--- src/rtl/bms_map.svh ---
// timing counts, flag positions and analog levels of the mode sequencer
`ifndef BMS_MAP_SVH
`define BMS_MAP_SVH

// clock rate
`define BMS_CLK_MHZ        250

// least dead times before each gate turns on, rounded up to cycles
`define BMS_DT_LO_NS       1800
`define BMS_DT_HO_NS       2100
`define BMS_DT_LO_CYC      ((`BMS_DT_LO_NS * `BMS_CLK_MHZ + 999) / 1000)
`define BMS_DT_HO_CYC      ((`BMS_DT_HO_NS * `BMS_CLK_MHZ + 999) / 1000)
`define BMS_DT_W           10

// length of one correction sink pulse on the control node
`define BMS_ZVS_PULSE_NS   100
`define BMS_ZVS_PULSE_CYC  ((`BMS_ZVS_PULSE_NS * `BMS_CLK_MHZ + 999) / 1000)
`define BMS_SINK_W         6

// comparator levels, set in the analog front end
`define BMS_SUPPLY_ON_MV   12700
`define BMS_SUPPLY_OFF_MV  10000
`define BMS_FLOAT_ON_MV    9000
`define BMS_CTRL_CLAMP_MV  6000
`define BMS_CTRL_ARM_MV    4600
`define BMS_CTRL_SD_MV     1000
`define BMS_CREST_X10      50

// positions of the comparator flags in the synchroniser vector
`define BMS_F_SUP_ON       0
`define BMS_F_SUP_OFF      1
`define BMS_F_FLOAT_OK     2
`define BMS_F_MID_LOW      3
`define BMS_F_CLAMP        4
`define BMS_F_ARM          5
`define BMS_F_SHUTDOWN     6
`define BMS_F_CREST        7
`define BMS_F_PHASE_HI     8
`define BMS_NFLAGS         9

`endif

--- src/rtl/unused_placeholder.sv ---
// intentionally empty
`timescale 1ns/1ps

--- src/rtl/bms_pkg.sv ---
// types shared by the mode sequencer modules
package bms_pkg;

  // operating modes of the ballast sequencer
  typedef enum logic [1:0] {
    MODE_LOCKOUT = 2'b00,
    MODE_SWEEP   = 2'b01,
    MODE_RUN     = 2'b10,
    MODE_FAULT   = 2'b11
  } bms_mode_t;

endpackage

--- src/rtl/bms_gate_if.sv ---
// link between the sequencer and one dead-time gate timer
`timescale 1ns/1ps
interface bms_gate_if;
  logic req;    // gate wanted on
  logic on;     // gate on after dead time
  logic start;  // one-cycle pulse as the gate turns on

  modport ctrl  (output req, input on, input start);
  modport timer (input req, output on, output start);
endinterface

--- src/rtl/bms_mode_sequencer.sv ---
// mode sequencer of an adaptive half-bridge lamp ballast controller
//
// Overview of operation
// - in lockout both gates stay low and the control node is grounded
// - supply above upper threshold starts sweep and charging of the node
// - the first gate pulse after lockout is always on the low side
// - high side stays off until floating supply is above its threshold
// - sweep ends at the 6V control clamp, settling at minimum frequency
// - run mode holds frequency, changed only by zero-voltage corrections
// - in run mode, midpoint not at ground when low side turns on gives one sink pulse
// - in sweep and run, outside sink pulses the control node is slowly recharged
// - current sampled only in low on-time; sense switch only midpoint low
// - peak over five times average in low on-time latches fault
// - every hard-switched cycle in run mode gets its own correction pulse; none in sweep
// - control voltage below 1V latches fault, gates low
// - fault left only through lockout, then sweep starts again
// - both protections armed once control passes 4.6V in sweep
// - in fault the minimum-frequency pin is driven to zero
// - lockout uses hysteresis between upper and lower supply flags
`timescale 1ns/1ps
`include "bms_map.svh"
module bms_mode_sequencer
  import bms_pkg::*;
(
  // clock and reset
  input  wire logic  clk_i,
  input  wire logic  resetn_i,
  // supply comparators
  input  wire logic  supply_above_on_i,
  input  wire logic  supply_below_off_i,
  input  wire logic  floating_supply_on_threshold_i,
  // half-bridge midpoint and current comparators
  input  wire logic  bridge_midpoint_sense_low_i,
  input  wire logic  peak_over_average_i,
  // control node comparators
  input  wire logic  ctrl_at_clamp_i,
  input  wire logic  ctrl_above_arm_i,
  input  wire logic  ctrl_below_shutdown_i,
  // oscillator timing reference, high in the high-side half
  input  wire logic  osc_phase_high_i,
  // gate drive
  output logic       high_side_gate_out_o,
  output logic       low_side_gate_out_o,
  // control node drive
  output logic       ctrl_node_reset_o,
  output logic       ctrl_node_charge_o,
  output logic       ctrl_node_sink_o,
  // current sense
  output logic       sense_switch_on_o,
  output logic       current_sample_o,
  // status
  output logic       min_frequency_zero_o,
  output logic       supply_lockout_state_o,
  output logic       protect_armed_o,
  output bms_mode_t  mode_o
);

  logic [1:0]             rst_pipe_reg;
  logic                   rst_n;
  logic [`BMS_NFLAGS-1:0] raw;
  logic [`BMS_NFLAGS-1:0] s1_reg;
  logic [`BMS_NFLAGS-1:0] s2_reg;
  logic [`BMS_NFLAGS-1:0] s3_reg;
  logic [`BMS_NFLAGS-1:0] flt_reg;
  logic                   sup_on;
  logic                   sup_off;
  logic                   float_ok;
  logic                   mid_low;
  logic                   at_clamp;
  logic                   above_arm;
  logic                   below_sd;
  logic                   crest;
  logic                   phase_hi;
  bms_mode_t              mode_reg;
  bms_mode_t              mode_next;
  logic                   lockout_reg;
  logic                   armed_reg;
  logic                   lo_seen_reg;
  logic                   active;
  logic                   trip;
  logic [`BMS_SINK_W-1:0] sink_cnt_reg;
  logic                   ctrl_reset_reg;
  logic                   ctrl_charge_reg;
  logic                   ctrl_sink_reg;
  logic                   hi_gate_reg;
  logic                   lo_gate_reg;
  logic                   sense_reg;
  logic                   sample_reg;
  logic                   min_frequency_set_zero_reg;

  bms_gate_if lo_if ();
  bms_gate_if hi_if ();

  // reset release through two flops, assertion stays asynchronous
  always_ff @(posedge clk_i or negedge resetn_i) begin
    if (!resetn_i) begin
      rst_pipe_reg <= 2'h0;
    end else begin
      rst_pipe_reg <= {rst_pipe_reg[0], 1'b1};
    end
  end
  assign rst_n = rst_pipe_reg[1];

  // gather the asynchronous comparator flags
  assign raw[`BMS_F_SUP_ON]   = supply_above_on_i;
  assign raw[`BMS_F_SUP_OFF]  = supply_below_off_i;
  assign raw[`BMS_F_FLOAT_OK] = floating_supply_on_threshold_i;
  assign raw[`BMS_F_MID_LOW]  = bridge_midpoint_sense_low_i;
  assign raw[`BMS_F_CLAMP]    = ctrl_at_clamp_i;
  assign raw[`BMS_F_ARM]      = ctrl_above_arm_i;
  assign raw[`BMS_F_SHUTDOWN] = ctrl_below_shutdown_i;
  assign raw[`BMS_F_CREST]    = peak_over_average_i;
  assign raw[`BMS_F_PHASE_HI] = osc_phase_high_i;

  // three-flop chain; a flag moves only when stages two and three agree,
  // which keeps a comparator chattering on its edge from reaching the fsm
  always_ff @(posedge clk_i or negedge rst_n) begin
    if (!rst_n) begin
      s1_reg  <= 9'h000;
      s2_reg  <= 9'h000;
      s3_reg  <= 9'h000;
      flt_reg <= 9'h000;
    end else begin
      s1_reg  <= raw;
      s2_reg  <= s1_reg;
      s3_reg  <= s2_reg;
      flt_reg <= (s2_reg & s3_reg) | (flt_reg & (s2_reg | s3_reg));
    end
  end

  assign sup_on    = flt_reg[`BMS_F_SUP_ON];
  assign sup_off   = flt_reg[`BMS_F_SUP_OFF];
  assign float_ok  = flt_reg[`BMS_F_FLOAT_OK];
  assign mid_low   = flt_reg[`BMS_F_MID_LOW];
  assign at_clamp  = flt_reg[`BMS_F_CLAMP];
  assign above_arm = flt_reg[`BMS_F_ARM];
  assign below_sd  = flt_reg[`BMS_F_SHUTDOWN];
  assign crest     = flt_reg[`BMS_F_CREST];
  assign phase_hi  = flt_reg[`BMS_F_PHASE_HI];

  // supply lockout with hysteresis; the low flag wins if both stand
  always_ff @(posedge clk_i or negedge rst_n) begin
    if (!rst_n) begin
      lockout_reg <= 1'b1;
    end else if (sup_off) begin
      lockout_reg <= 1'b1;
    end else if (sup_on) begin
      lockout_reg <= 1'b0;
    end
  end

  assign active = (mode_reg == MODE_SWEEP) || (mode_reg == MODE_RUN);
  // either protection trips only once armed
  assign trip = armed_reg && ((lo_if.on && crest) || below_sd);

  // mode selection; lockout overrides every other mode
  always_comb begin
    mode_next = mode_reg;
    unique case (mode_reg)
      MODE_LOCKOUT: begin
        if (!lockout_reg) begin
          mode_next = MODE_SWEEP;
        end
      end
      MODE_SWEEP: begin
        if (lockout_reg) begin
          mode_next = MODE_LOCKOUT;
        end else if (trip) begin
          mode_next = MODE_FAULT;
        end else if (at_clamp) begin
          mode_next = MODE_RUN;
        end
      end
      MODE_RUN: begin
        if (lockout_reg) begin
          mode_next = MODE_LOCKOUT;
        end else if (trip) begin
          mode_next = MODE_FAULT;
        end
      end
      MODE_FAULT: begin
        if (lockout_reg) begin
          mode_next = MODE_LOCKOUT;
        end
      end
    endcase
  end

  // mode register
  always_ff @(posedge clk_i or negedge rst_n) begin
    if (!rst_n) begin
      mode_reg <= MODE_LOCKOUT;
    end else begin
      mode_reg <= mode_next;
    end
  end

  // arming: set on first pass of the arm level in sweep, kept until lockout
  always_ff @(posedge clk_i or negedge rst_n) begin
    if (!rst_n) begin
      armed_reg <= 1'b0;
    end else if (mode_reg == MODE_LOCKOUT) begin
      armed_reg <= 1'b0;
    end else if ((mode_reg == MODE_SWEEP) && above_arm) begin
      armed_reg <= 1'b1;
    end
  end

  // remembers that the low side has pulsed since lockout
  always_ff @(posedge clk_i or negedge rst_n) begin
    if (!rst_n) begin
      lo_seen_reg <= 1'b0;
    end else if (mode_reg == MODE_LOCKOUT) begin
      lo_seen_reg <= 1'b0;
    end else if (lo_if.start) begin
      lo_seen_reg <= 1'b1;
    end
  end

  // gate requests; high side waits for a low pulse and its own supply
  assign lo_if.req = active && !phase_hi;
  assign hi_if.req = active && phase_hi && lo_seen_reg && float_ok;

  bms_dead_timer #(
    .DELAY (10'(`BMS_DT_LO_CYC))
  ) u_lo_timer (
    .clk_i  (clk_i),
    .rst_ni (rst_n),
    .gate   (lo_if)
  );

  bms_dead_timer #(
    .DELAY (10'(`BMS_DT_HO_CYC))
  ) u_hi_timer (
    .clk_i  (clk_i),
    .rst_ni (rst_n),
    .gate   (hi_if)
  );

  // correction pulse: midpoint still high as the low side turns on;
  // cut short if run mode is left so no stale sink outlives it
  always_ff @(posedge clk_i or negedge rst_n) begin
    if (!rst_n) begin
      sink_cnt_reg <= 6'h00;
    end else if (mode_reg != MODE_RUN) begin
      sink_cnt_reg <= 6'h00;
    end else if (lo_if.start && !mid_low) begin
      sink_cnt_reg <= 6'(`BMS_ZVS_PULSE_CYC);
    end else if (sink_cnt_reg != 6'h00) begin
      sink_cnt_reg <= sink_cnt_reg - 6'h01;
    end
  end

  // control node drive, registered straight to the pins
  always_ff @(posedge clk_i or negedge rst_n) begin
    if (!rst_n) begin
      ctrl_reset_reg  <= 1'b1;
      ctrl_charge_reg <= 1'b0;
      ctrl_sink_reg   <= 1'b0;
    end else begin
      ctrl_reset_reg  <= (mode_reg == MODE_LOCKOUT);
      ctrl_charge_reg <= active && (sink_cnt_reg == 6'h00);
      ctrl_sink_reg   <= (sink_cnt_reg != 6'h00);
    end
  end

  // gate outputs, forced low outside sweep and run
  always_ff @(posedge clk_i or negedge rst_n) begin
    if (!rst_n) begin
      hi_gate_reg <= 1'b0;
      lo_gate_reg <= 1'b0;
    end else begin
      hi_gate_reg <= hi_if.on && active;
      lo_gate_reg <= lo_if.on && active;
    end
  end

  // current sense window follows the low-side on-time only
  always_ff @(posedge clk_i or negedge rst_n) begin
    if (!rst_n) begin
      sample_reg <= 1'b0;
      sense_reg  <= 1'b0;
    end else begin
      sample_reg <= lo_if.on && active;
      sense_reg  <= lo_if.on && active && mid_low;
    end
  end

  // minimum-frequency pin pulled to zero while faulted
  always_ff @(posedge clk_i or negedge rst_n) begin
    if (!rst_n) begin
      min_frequency_set_zero_reg <= 1'b0;
    end else begin
      min_frequency_set_zero_reg <= (mode_reg == MODE_FAULT);
    end
  end

  assign high_side_gate_out_o   = hi_gate_reg;
  assign low_side_gate_out_o    = lo_gate_reg;
  assign ctrl_node_reset_o      = ctrl_reset_reg;
  assign ctrl_node_charge_o     = ctrl_charge_reg;
  assign ctrl_node_sink_o       = ctrl_sink_reg;
  assign sense_switch_on_o      = sense_reg;
  assign current_sample_o       = sample_reg;
  assign min_frequency_zero_o   = min_frequency_set_zero_reg;
  assign supply_lockout_state_o = lockout_reg;
  assign protect_armed_o        = armed_reg;
  assign mode_o                 = mode_reg;

  // checks on the sequencer
  property p_lockout_quiet;
    @(posedge clk_i) disable iff (!rst_n)
    (mode_reg == MODE_LOCKOUT) |=> (!high_side_gate_out_o &&
      !low_side_gate_out_o && ctrl_node_reset_o);
  endproperty
  a_lockout_quiet: assert property (p_lockout_quiet)
    else $error("gates active or node not reset in lockout");

  property p_start_sweep;
    @(posedge clk_i) disable iff (!rst_n)
    (mode_reg == MODE_LOCKOUT && !lockout_reg) |=>
      (mode_reg == MODE_SWEEP) ##1 ctrl_node_charge_o;
  endproperty
  a_start_sweep: assert property (p_start_sweep)
    else $error("sweep or charging did not start");

  property p_low_first;
    @(posedge clk_i) disable iff (!rst_n)
    high_side_gate_out_o |-> lo_seen_reg;
  endproperty
  a_low_first: assert property (p_low_first)
    else $error("high side pulsed before low side");

  property p_float_gate;
    @(posedge clk_i) disable iff (!rst_n)
    (!float_ok) [*3] |-> !high_side_gate_out_o;
  endproperty
  a_float_gate: assert property (p_float_gate)
    else $error("high side on without floating supply");

  property p_clamp_run;
    @(posedge clk_i) disable iff (!rst_n)
    (mode_reg == MODE_SWEEP && !lockout_reg && !trip && at_clamp) |=>
      (mode_reg == MODE_RUN);
  endproperty
  a_clamp_run: assert property (p_clamp_run)
    else $error("clamp did not enter run");

  property p_zvs_pulse;
    @(posedge clk_i) disable iff (!rst_n)
    (mode_reg == MODE_RUN && lo_if.start && !mid_low) |->
      ##2 ctrl_node_sink_o;
  endproperty
  a_zvs_pulse: assert property (p_zvs_pulse)
    else $error("no sink pulse after hard switching");

  property p_charge_excl;
    @(posedge clk_i) disable iff (!rst_n)
    ctrl_node_sink_o |-> !ctrl_node_charge_o;
  endproperty
  a_charge_excl: assert property (p_charge_excl)
    else $error("charge and sink together");

  property p_sense_window;
    @(posedge clk_i) disable iff (!rst_n)
    sense_switch_on_o |-> (current_sample_o && $past(mid_low));
  endproperty
  a_sense_window: assert property (p_sense_window)
    else $error("sense switch outside low on-time");

  property p_crest_fault;
    @(posedge clk_i) disable iff (!rst_n)
    (active && !lockout_reg && armed_reg && lo_if.on && crest) |=>
      (mode_reg == MODE_FAULT) ##1 !low_side_gate_out_o;
  endproperty
  a_crest_fault: assert property (p_crest_fault)
    else $error("crest factor did not latch fault");

  property p_low_ctrl_fault;
    @(posedge clk_i) disable iff (!rst_n)
    (active && !lockout_reg && armed_reg && below_sd) |=>
      (mode_reg == MODE_FAULT);
  endproperty
  a_low_ctrl_fault: assert property (p_low_ctrl_fault)
    else $error("low control voltage did not latch fault");

  property p_fault_held;
    @(posedge clk_i) disable iff (!rst_n)
    (mode_reg == MODE_FAULT && !lockout_reg) |=> (mode_reg == MODE_FAULT);
  endproperty
  a_fault_held: assert property (p_fault_held)
    else $error("fault left without lockout");

  property p_unarmed;
    @(posedge clk_i) disable iff (!rst_n)
    (mode_reg == MODE_SWEEP && !armed_reg) |=> (mode_reg != MODE_FAULT);
  endproperty
  a_unarmed: assert property (p_unarmed)
    else $error("fault before arming");

  property p_min_frequency_set_zero;
    @(posedge clk_i) disable iff (!rst_n)
    (mode_reg == MODE_FAULT) |=> min_frequency_zero_o;
  endproperty
  a_min_frequency_set_zero: assert property (p_min_frequency_set_zero)
    else $error("minimum-frequency pin not zero in fault");

  property p_hysteresis;
    @(posedge clk_i) disable iff (!rst_n)
    (lockout_reg && !sup_on) |=> lockout_reg;
  endproperty
  a_hysteresis: assert property (p_hysteresis)
    else $error("lockout left without upper threshold");

  property p_disarm;
    @(posedge clk_i) disable iff (!rst_n)
    (mode_reg == MODE_LOCKOUT) |=> !protect_armed_o;
  endproperty
  a_disarm: assert property (p_disarm)
    else $error("protections still armed after lockout");

endmodule // bms_mode_sequencer

--- src/rtl/bms_dead_timer.sv ---
// dead-time delay for one gate: turns on late, turns off at once
`timescale 1ns/1ps
`include "bms_map.svh"
module bms_dead_timer
  import bms_pkg::*;
#(
  parameter logic [`BMS_DT_W-1:0] DELAY = 10'h001
) (
  // clock and reset
  input  wire logic   clk_i,
  input  wire logic   rst_ni,
  // gate handshake
  bms_gate_if.timer   gate
);

  logic [`BMS_DT_W-1:0] cnt_reg;
  logic                 on_reg;
  logic                 start_reg;

  // count the dead time while the request stands
  always_ff @(posedge clk_i or negedge rst_ni) begin
    if (!rst_ni) begin
      cnt_reg <= 10'h000;
    end else if (!gate.req || on_reg) begin
      cnt_reg <= 10'h000;
    end else begin
      cnt_reg <= cnt_reg + 10'h001;
    end
  end

  // on after the full delay; dropping the request ends it next edge
  always_ff @(posedge clk_i or negedge rst_ni) begin
    if (!rst_ni) begin
      on_reg    <= 1'b0;
      start_reg <= 1'b0;
    end else begin
      on_reg    <= gate.req && (on_reg || (cnt_reg == DELAY - 10'h001));
      start_reg <= gate.req && !on_reg && (cnt_reg == DELAY - 10'h001);
    end
  end

  assign gate.on    = on_reg;
  assign gate.start = start_reg;

endmodule // bms_dead_timer

--- config.mk ---
export PLATFORM = sky130hd
export DESIGN_NAME = bms_mode_sequencer
export DESIGN_NICKNAME = d
export VERILOG_FILES = /design/src/rtl/unused_placeholder.sv /design/src/rtl/bms_pkg.sv /design/src/rtl/bms_gate_if.sv /design/src/rtl/bms_mode_sequencer.sv /design/src/rtl/bms_dead_timer.sv
export VERILOG_INCLUDE_DIRS = /design/src /design/src/rtl
export SDC_FILE = /design/constraint.sdc
export NUM_CORES = 1
export LEC_CHECK = 0
export ABC_AREA = 1
export BUFFER_PORTS_ARGS = -buffer_cell sky130_fd_sc_hd__buf_2
export CAP_MARGIN = 10
export CORE_UTILIZATION = 63
export CTS_CLUSTER_DIAMETER = 150
export CTS_CLUSTER_SIZE = 8
export DETAILED_ROUTE_END_ITERATION = 12
export GPL_ROUTABILITY_DRIVEN = 0
export PLACE_DENSITY = 0.83
export SYNTH_ARGS = -nofsm -noshare
export SYNTH_HDL_FRONTEND = slang
export SYNTH_SLANG_ARGS = --single-unit
--- constraint.sdc ---
create_clock -name clk_i -period 6.8 [get_ports clk_i]
set_input_delay 1.02 -clock clk_i [delete_from_list [all_inputs] [get_ports clk_i]]
set_output_delay 1.02 -clock clk_i [all_outputs]
set_load 0.02 [all_outputs]
==> impl_metrics.env <==
export IMPL_yosysSeqAreaShare=0.642
export IMPL_p_clk_frac=0.293
export IMPL_switchingPower_uw=340
export IMPL_cpPeakStageDelay_ns=0.55
export IMPL_yosysMostFrequentCell="dfrtp_1"
export IMPL_reg2reg_from="mode_o[1]$_DFFE_PN0P_"
export IMPL_dr_pass1_iters=4
export IMPL_cellLeakagePower_nw=1.69
export IMPL_tightest_slew_ns=0.902
export IMPL_antenna_found_initial=0
export IMPL_p_seq_frac=0.510
export IMPL_core_area_um2=4720
export IMPL_drcViolationCount=0
export IMPL_rsz0062_at_grt="no"
export IMPL_synth_main_ff_cell="dfrtp_1"
export IMPL_period_minus_slack_ns=2.08
export IMPL_syn_nets=321
export IMPL_final_cell_area_um2=3460
export IMPL_clock_latency_ns=0.35
export IMPL_worst_path_max_delay_cell="dfstp_2"
export IMPL_timing_fmax_mhz=481
export IMPL_synth_seq_cells=79
export IMPL_die_area_um2=5180
export IMPL_path_cells="buf_2"
export IMPL_crit_path_end_kind="output pin"
export IMPL_critPathTopFamily="flip-flops"
export IMPL_placed_area_um2=3280
export IMPL_grt_pass1_vias=1964
export IMPL_crit_cells=1
export IMPL_start_util=0.653
export IMPL_r2r_setup_slack_ns=5.14
export IMPL_yosys_warnings=0
export IMPL_dp_slack_ns=5.10
export IMPL_place_hpwl_um=3390
export IMPL_syn_to_final_growth_pct=12.1
export IMPL_io_buffers=22
export IMPL_crit_buf_inv=1
export IMPL_first_iter_violations=112
export IMPL_wl_per_cell_um=12.0
export IMPL_synth_distinct_cells=26
export IMPL_rows=25
export IMPL_avgSynthCellArea_um2=10.3
export IMPL_drive_gt1_frac=0.154
export IMPL_post_cts_buffers=0
export IMPL_clkTransAtPathRegs_ns=0.09
export IMPL_hold_violations=0
export IMPL_grt_max_degree=78
export IMPL_drt_total_wl_um=4860
export IMPL_ys_top_cells_by_count="dfrtp_1 (77), nand2_1 (57), nor2_1 (45)"
export IMPL_finalClockSkew_ns=0.00798
export IMPL_status="finished clean"
export IMPL_powerDensity_nw_per_um2=307
export IMPL_postSynthCellCount=299
export IMPL_min_path_cells=0
export IMPL_io_pins=23
export IMPL_h_tree_depth=3
export IMPL_drtAntennaViolNets=0
export IMPL_worstRegToRegCells=6
export IMPL_rr_endpoint="u_hi_timer.cnt_reg[3]$_DFF_PN0_"
export IMPL_cts_tree="done"
export IMPL_maxCapViolations=0
export IMPL_setup_ws_ns=4.72
export IMPL_critPathLaunchType="register"
export IMPL_die_w_um=72.0
export IMPL_vias_per_cell=5.04
export IMPL_async_reset_ff_frac=1.00
export IMPL_relSlewSlack=0.399
export IMPL_worstSetupPathType="reg -> out"
export IMPL_finalNetCount=354
export IMPL_cts_root_buf="clkbuf_8"
export IMPL_required_ns=5.78
export IMPL_period_share=0.306
export IMPL_synth_area_um2=3080
export IMPL_combPwrFrac=0.196
export IMPL_cts_made_buffers=9
export IMPL_critical_path_arrival_ns=1.06
export IMPL_cts_path_max_buffers=2
export IMPL_setup_viol=0
export IMPL_hp_start="s1_reg[2]$_DFF_PN0_"
export IMPL_postCtsResizedCells=0
export IMPL_p_int_uw=721
export IMPL_grt_pass1_wl_um=8370
export IMPL_synth_top_area_cell="dfrtp_1"
export IMPL_final_max_slew_viol_count=0
export IMPL_synth_area_leaders="dfrtp_1 (62%), nand2_1 (6.9%), nor2_1 (5.5%), ha_1 (4.5%), inv_1 (4.4%)"
export IMPL_gr_total_overflow=0
export IMPL_path_max_fanout=4
export IMPL_hold_end="s2_reg[2]$_DFF_PN0_"
export IMPL_synth_top_area_share=0.625
export IMPL_num_vias=2035
export IMPL_diodes=0
export IMPL_cts_sinks=79
export IMPL_sw_frac_of_total=0.321
export IMPL_hp_class="reg -> reg"
export IMPL_synth_edff_count=0
export IMPL_tns_ns=0
export IMPL_ir_drop_v=0.000184
export IMPL_grt_usage=0.216
export IMPL_fin_total_pwr_mw=1.06
export IMPL_cts_hold_buf=0
export IMPL_dieHeight_um=72.0
-- kinds of logic after synthesis --
kind of cell | count (synthesis) | synth area share
buffers and inverters | 39 | 0.0487
adders and majority gates | 20 | 0.0738
DFF | 79 | 0.642
and+or+nand+nor | 127 | 0.177
xor gates and xnor gates | 1 | 0.00284
AOI/OAI and AO/OA | 32 | 0.0544
other | 1 | 0.00122
-- through the flow --
step                utilization  cells  hold WS [ns]
floorplan                     -    299         0.331
global placement          0.694    388         0.332
detailed placement        0.694    388         0.336
CTS                       0.732    404         0.355
global route              0.732    404         0.360
finish                    0.732    404         0.352
-- cells in the final DEF (no fill, tap or decap), types with 2 or more instances in the layout --
master	synthesis	final
a31oi_1	2	2
dfstp_2	2	2
maj3_1	9	9
nor2_1	45	45
o21ai_1	9	9
o21ai_0	5	5
a21oi_1	14	14
inv_1	36	36
dfrtp_1	77	76
inv_6	0	3
clkinvlp_4	0	2
nor3_1	4	4
buf_2	0	22
o21bai_1	2	2
ha_1	11	11
nand2_1	57	57
nand3_1	11	11
nor2_2	2	2
nand4_2	2	2
inv_2	2	2
clkbuf_8	0	9
-- per-layer routing --
layer	GRT usage	vias up	wire length, µm
met4	0.129	0	107
met2	0.336	44	2410
met3	0.0417	11	137
li1	-	1015	-
met1	0.286	965	2200
met5	0	-	0
-- power by group through the flow --
stage	Clock (mW)	Combinational (mW)	Sequential (mW)
6_report	0.311	0.209	0.542
2_1_floorplan	0	0.123	0.577
3_5_place_dp	0	0.208	0.551
3_3_place_gp	0	0.202	0.548
4_1_cts	0.318	0.210	0.542
5_1_grt	0.337	0.235	0.548
-- worst reg2reg max path, cell delays in order, from the launching register on --
cell and delay [ns]:
dfrtp_1 0.43, inv_1 0.11, ha_1 0.42, nand4_2 0.16
nor2_4 0.23, o21ai_1 0.10, a21oi_1 0.13
-- area by class of cell --
class	count	area, µm²
Timing Repair Buffer	23	118
Fill cell	321	1260
Clock inverter	7	55.1
Inverter	38	143
Sequential cell	79	1980
Tap cell	67	83.8
Clock buffer	9	124
Multi-Input combinational cell	181	955
-- worst max path at each step --
| stage | from | to | slack [ns] |
|---|---|---|---|
| 2_1_floorplan | rst_pipe_reg[1]$_DFF_PN0_ | ctrl_node_charge_o$_DFF_PN0_ | 4.44 |
| 3_3_place_gp | supply_lockout_state_o$_DFFE_PN1P_ | supply_lockout_state_o | 5.10 |
| 5_1_grt | supply_lockout_state_o$_DFFE_PN1P_ | supply_lockout_state_o | 4.69 |
| 4_1_cts | supply_lockout_state_o$_DFFE_PN1P_ | supply_lockout_state_o | 4.71 |
| 3_5_place_dp | supply_lockout_state_o$_DFFE_PN1P_ | supply_lockout_state_o | 5.10 |
| 6_report | supply_lockout_state_o$_DFFE_PN1P_ | supply_lockout_state_o | 4.72 |
Note: power is estimated with default switching activity, not from simulation.
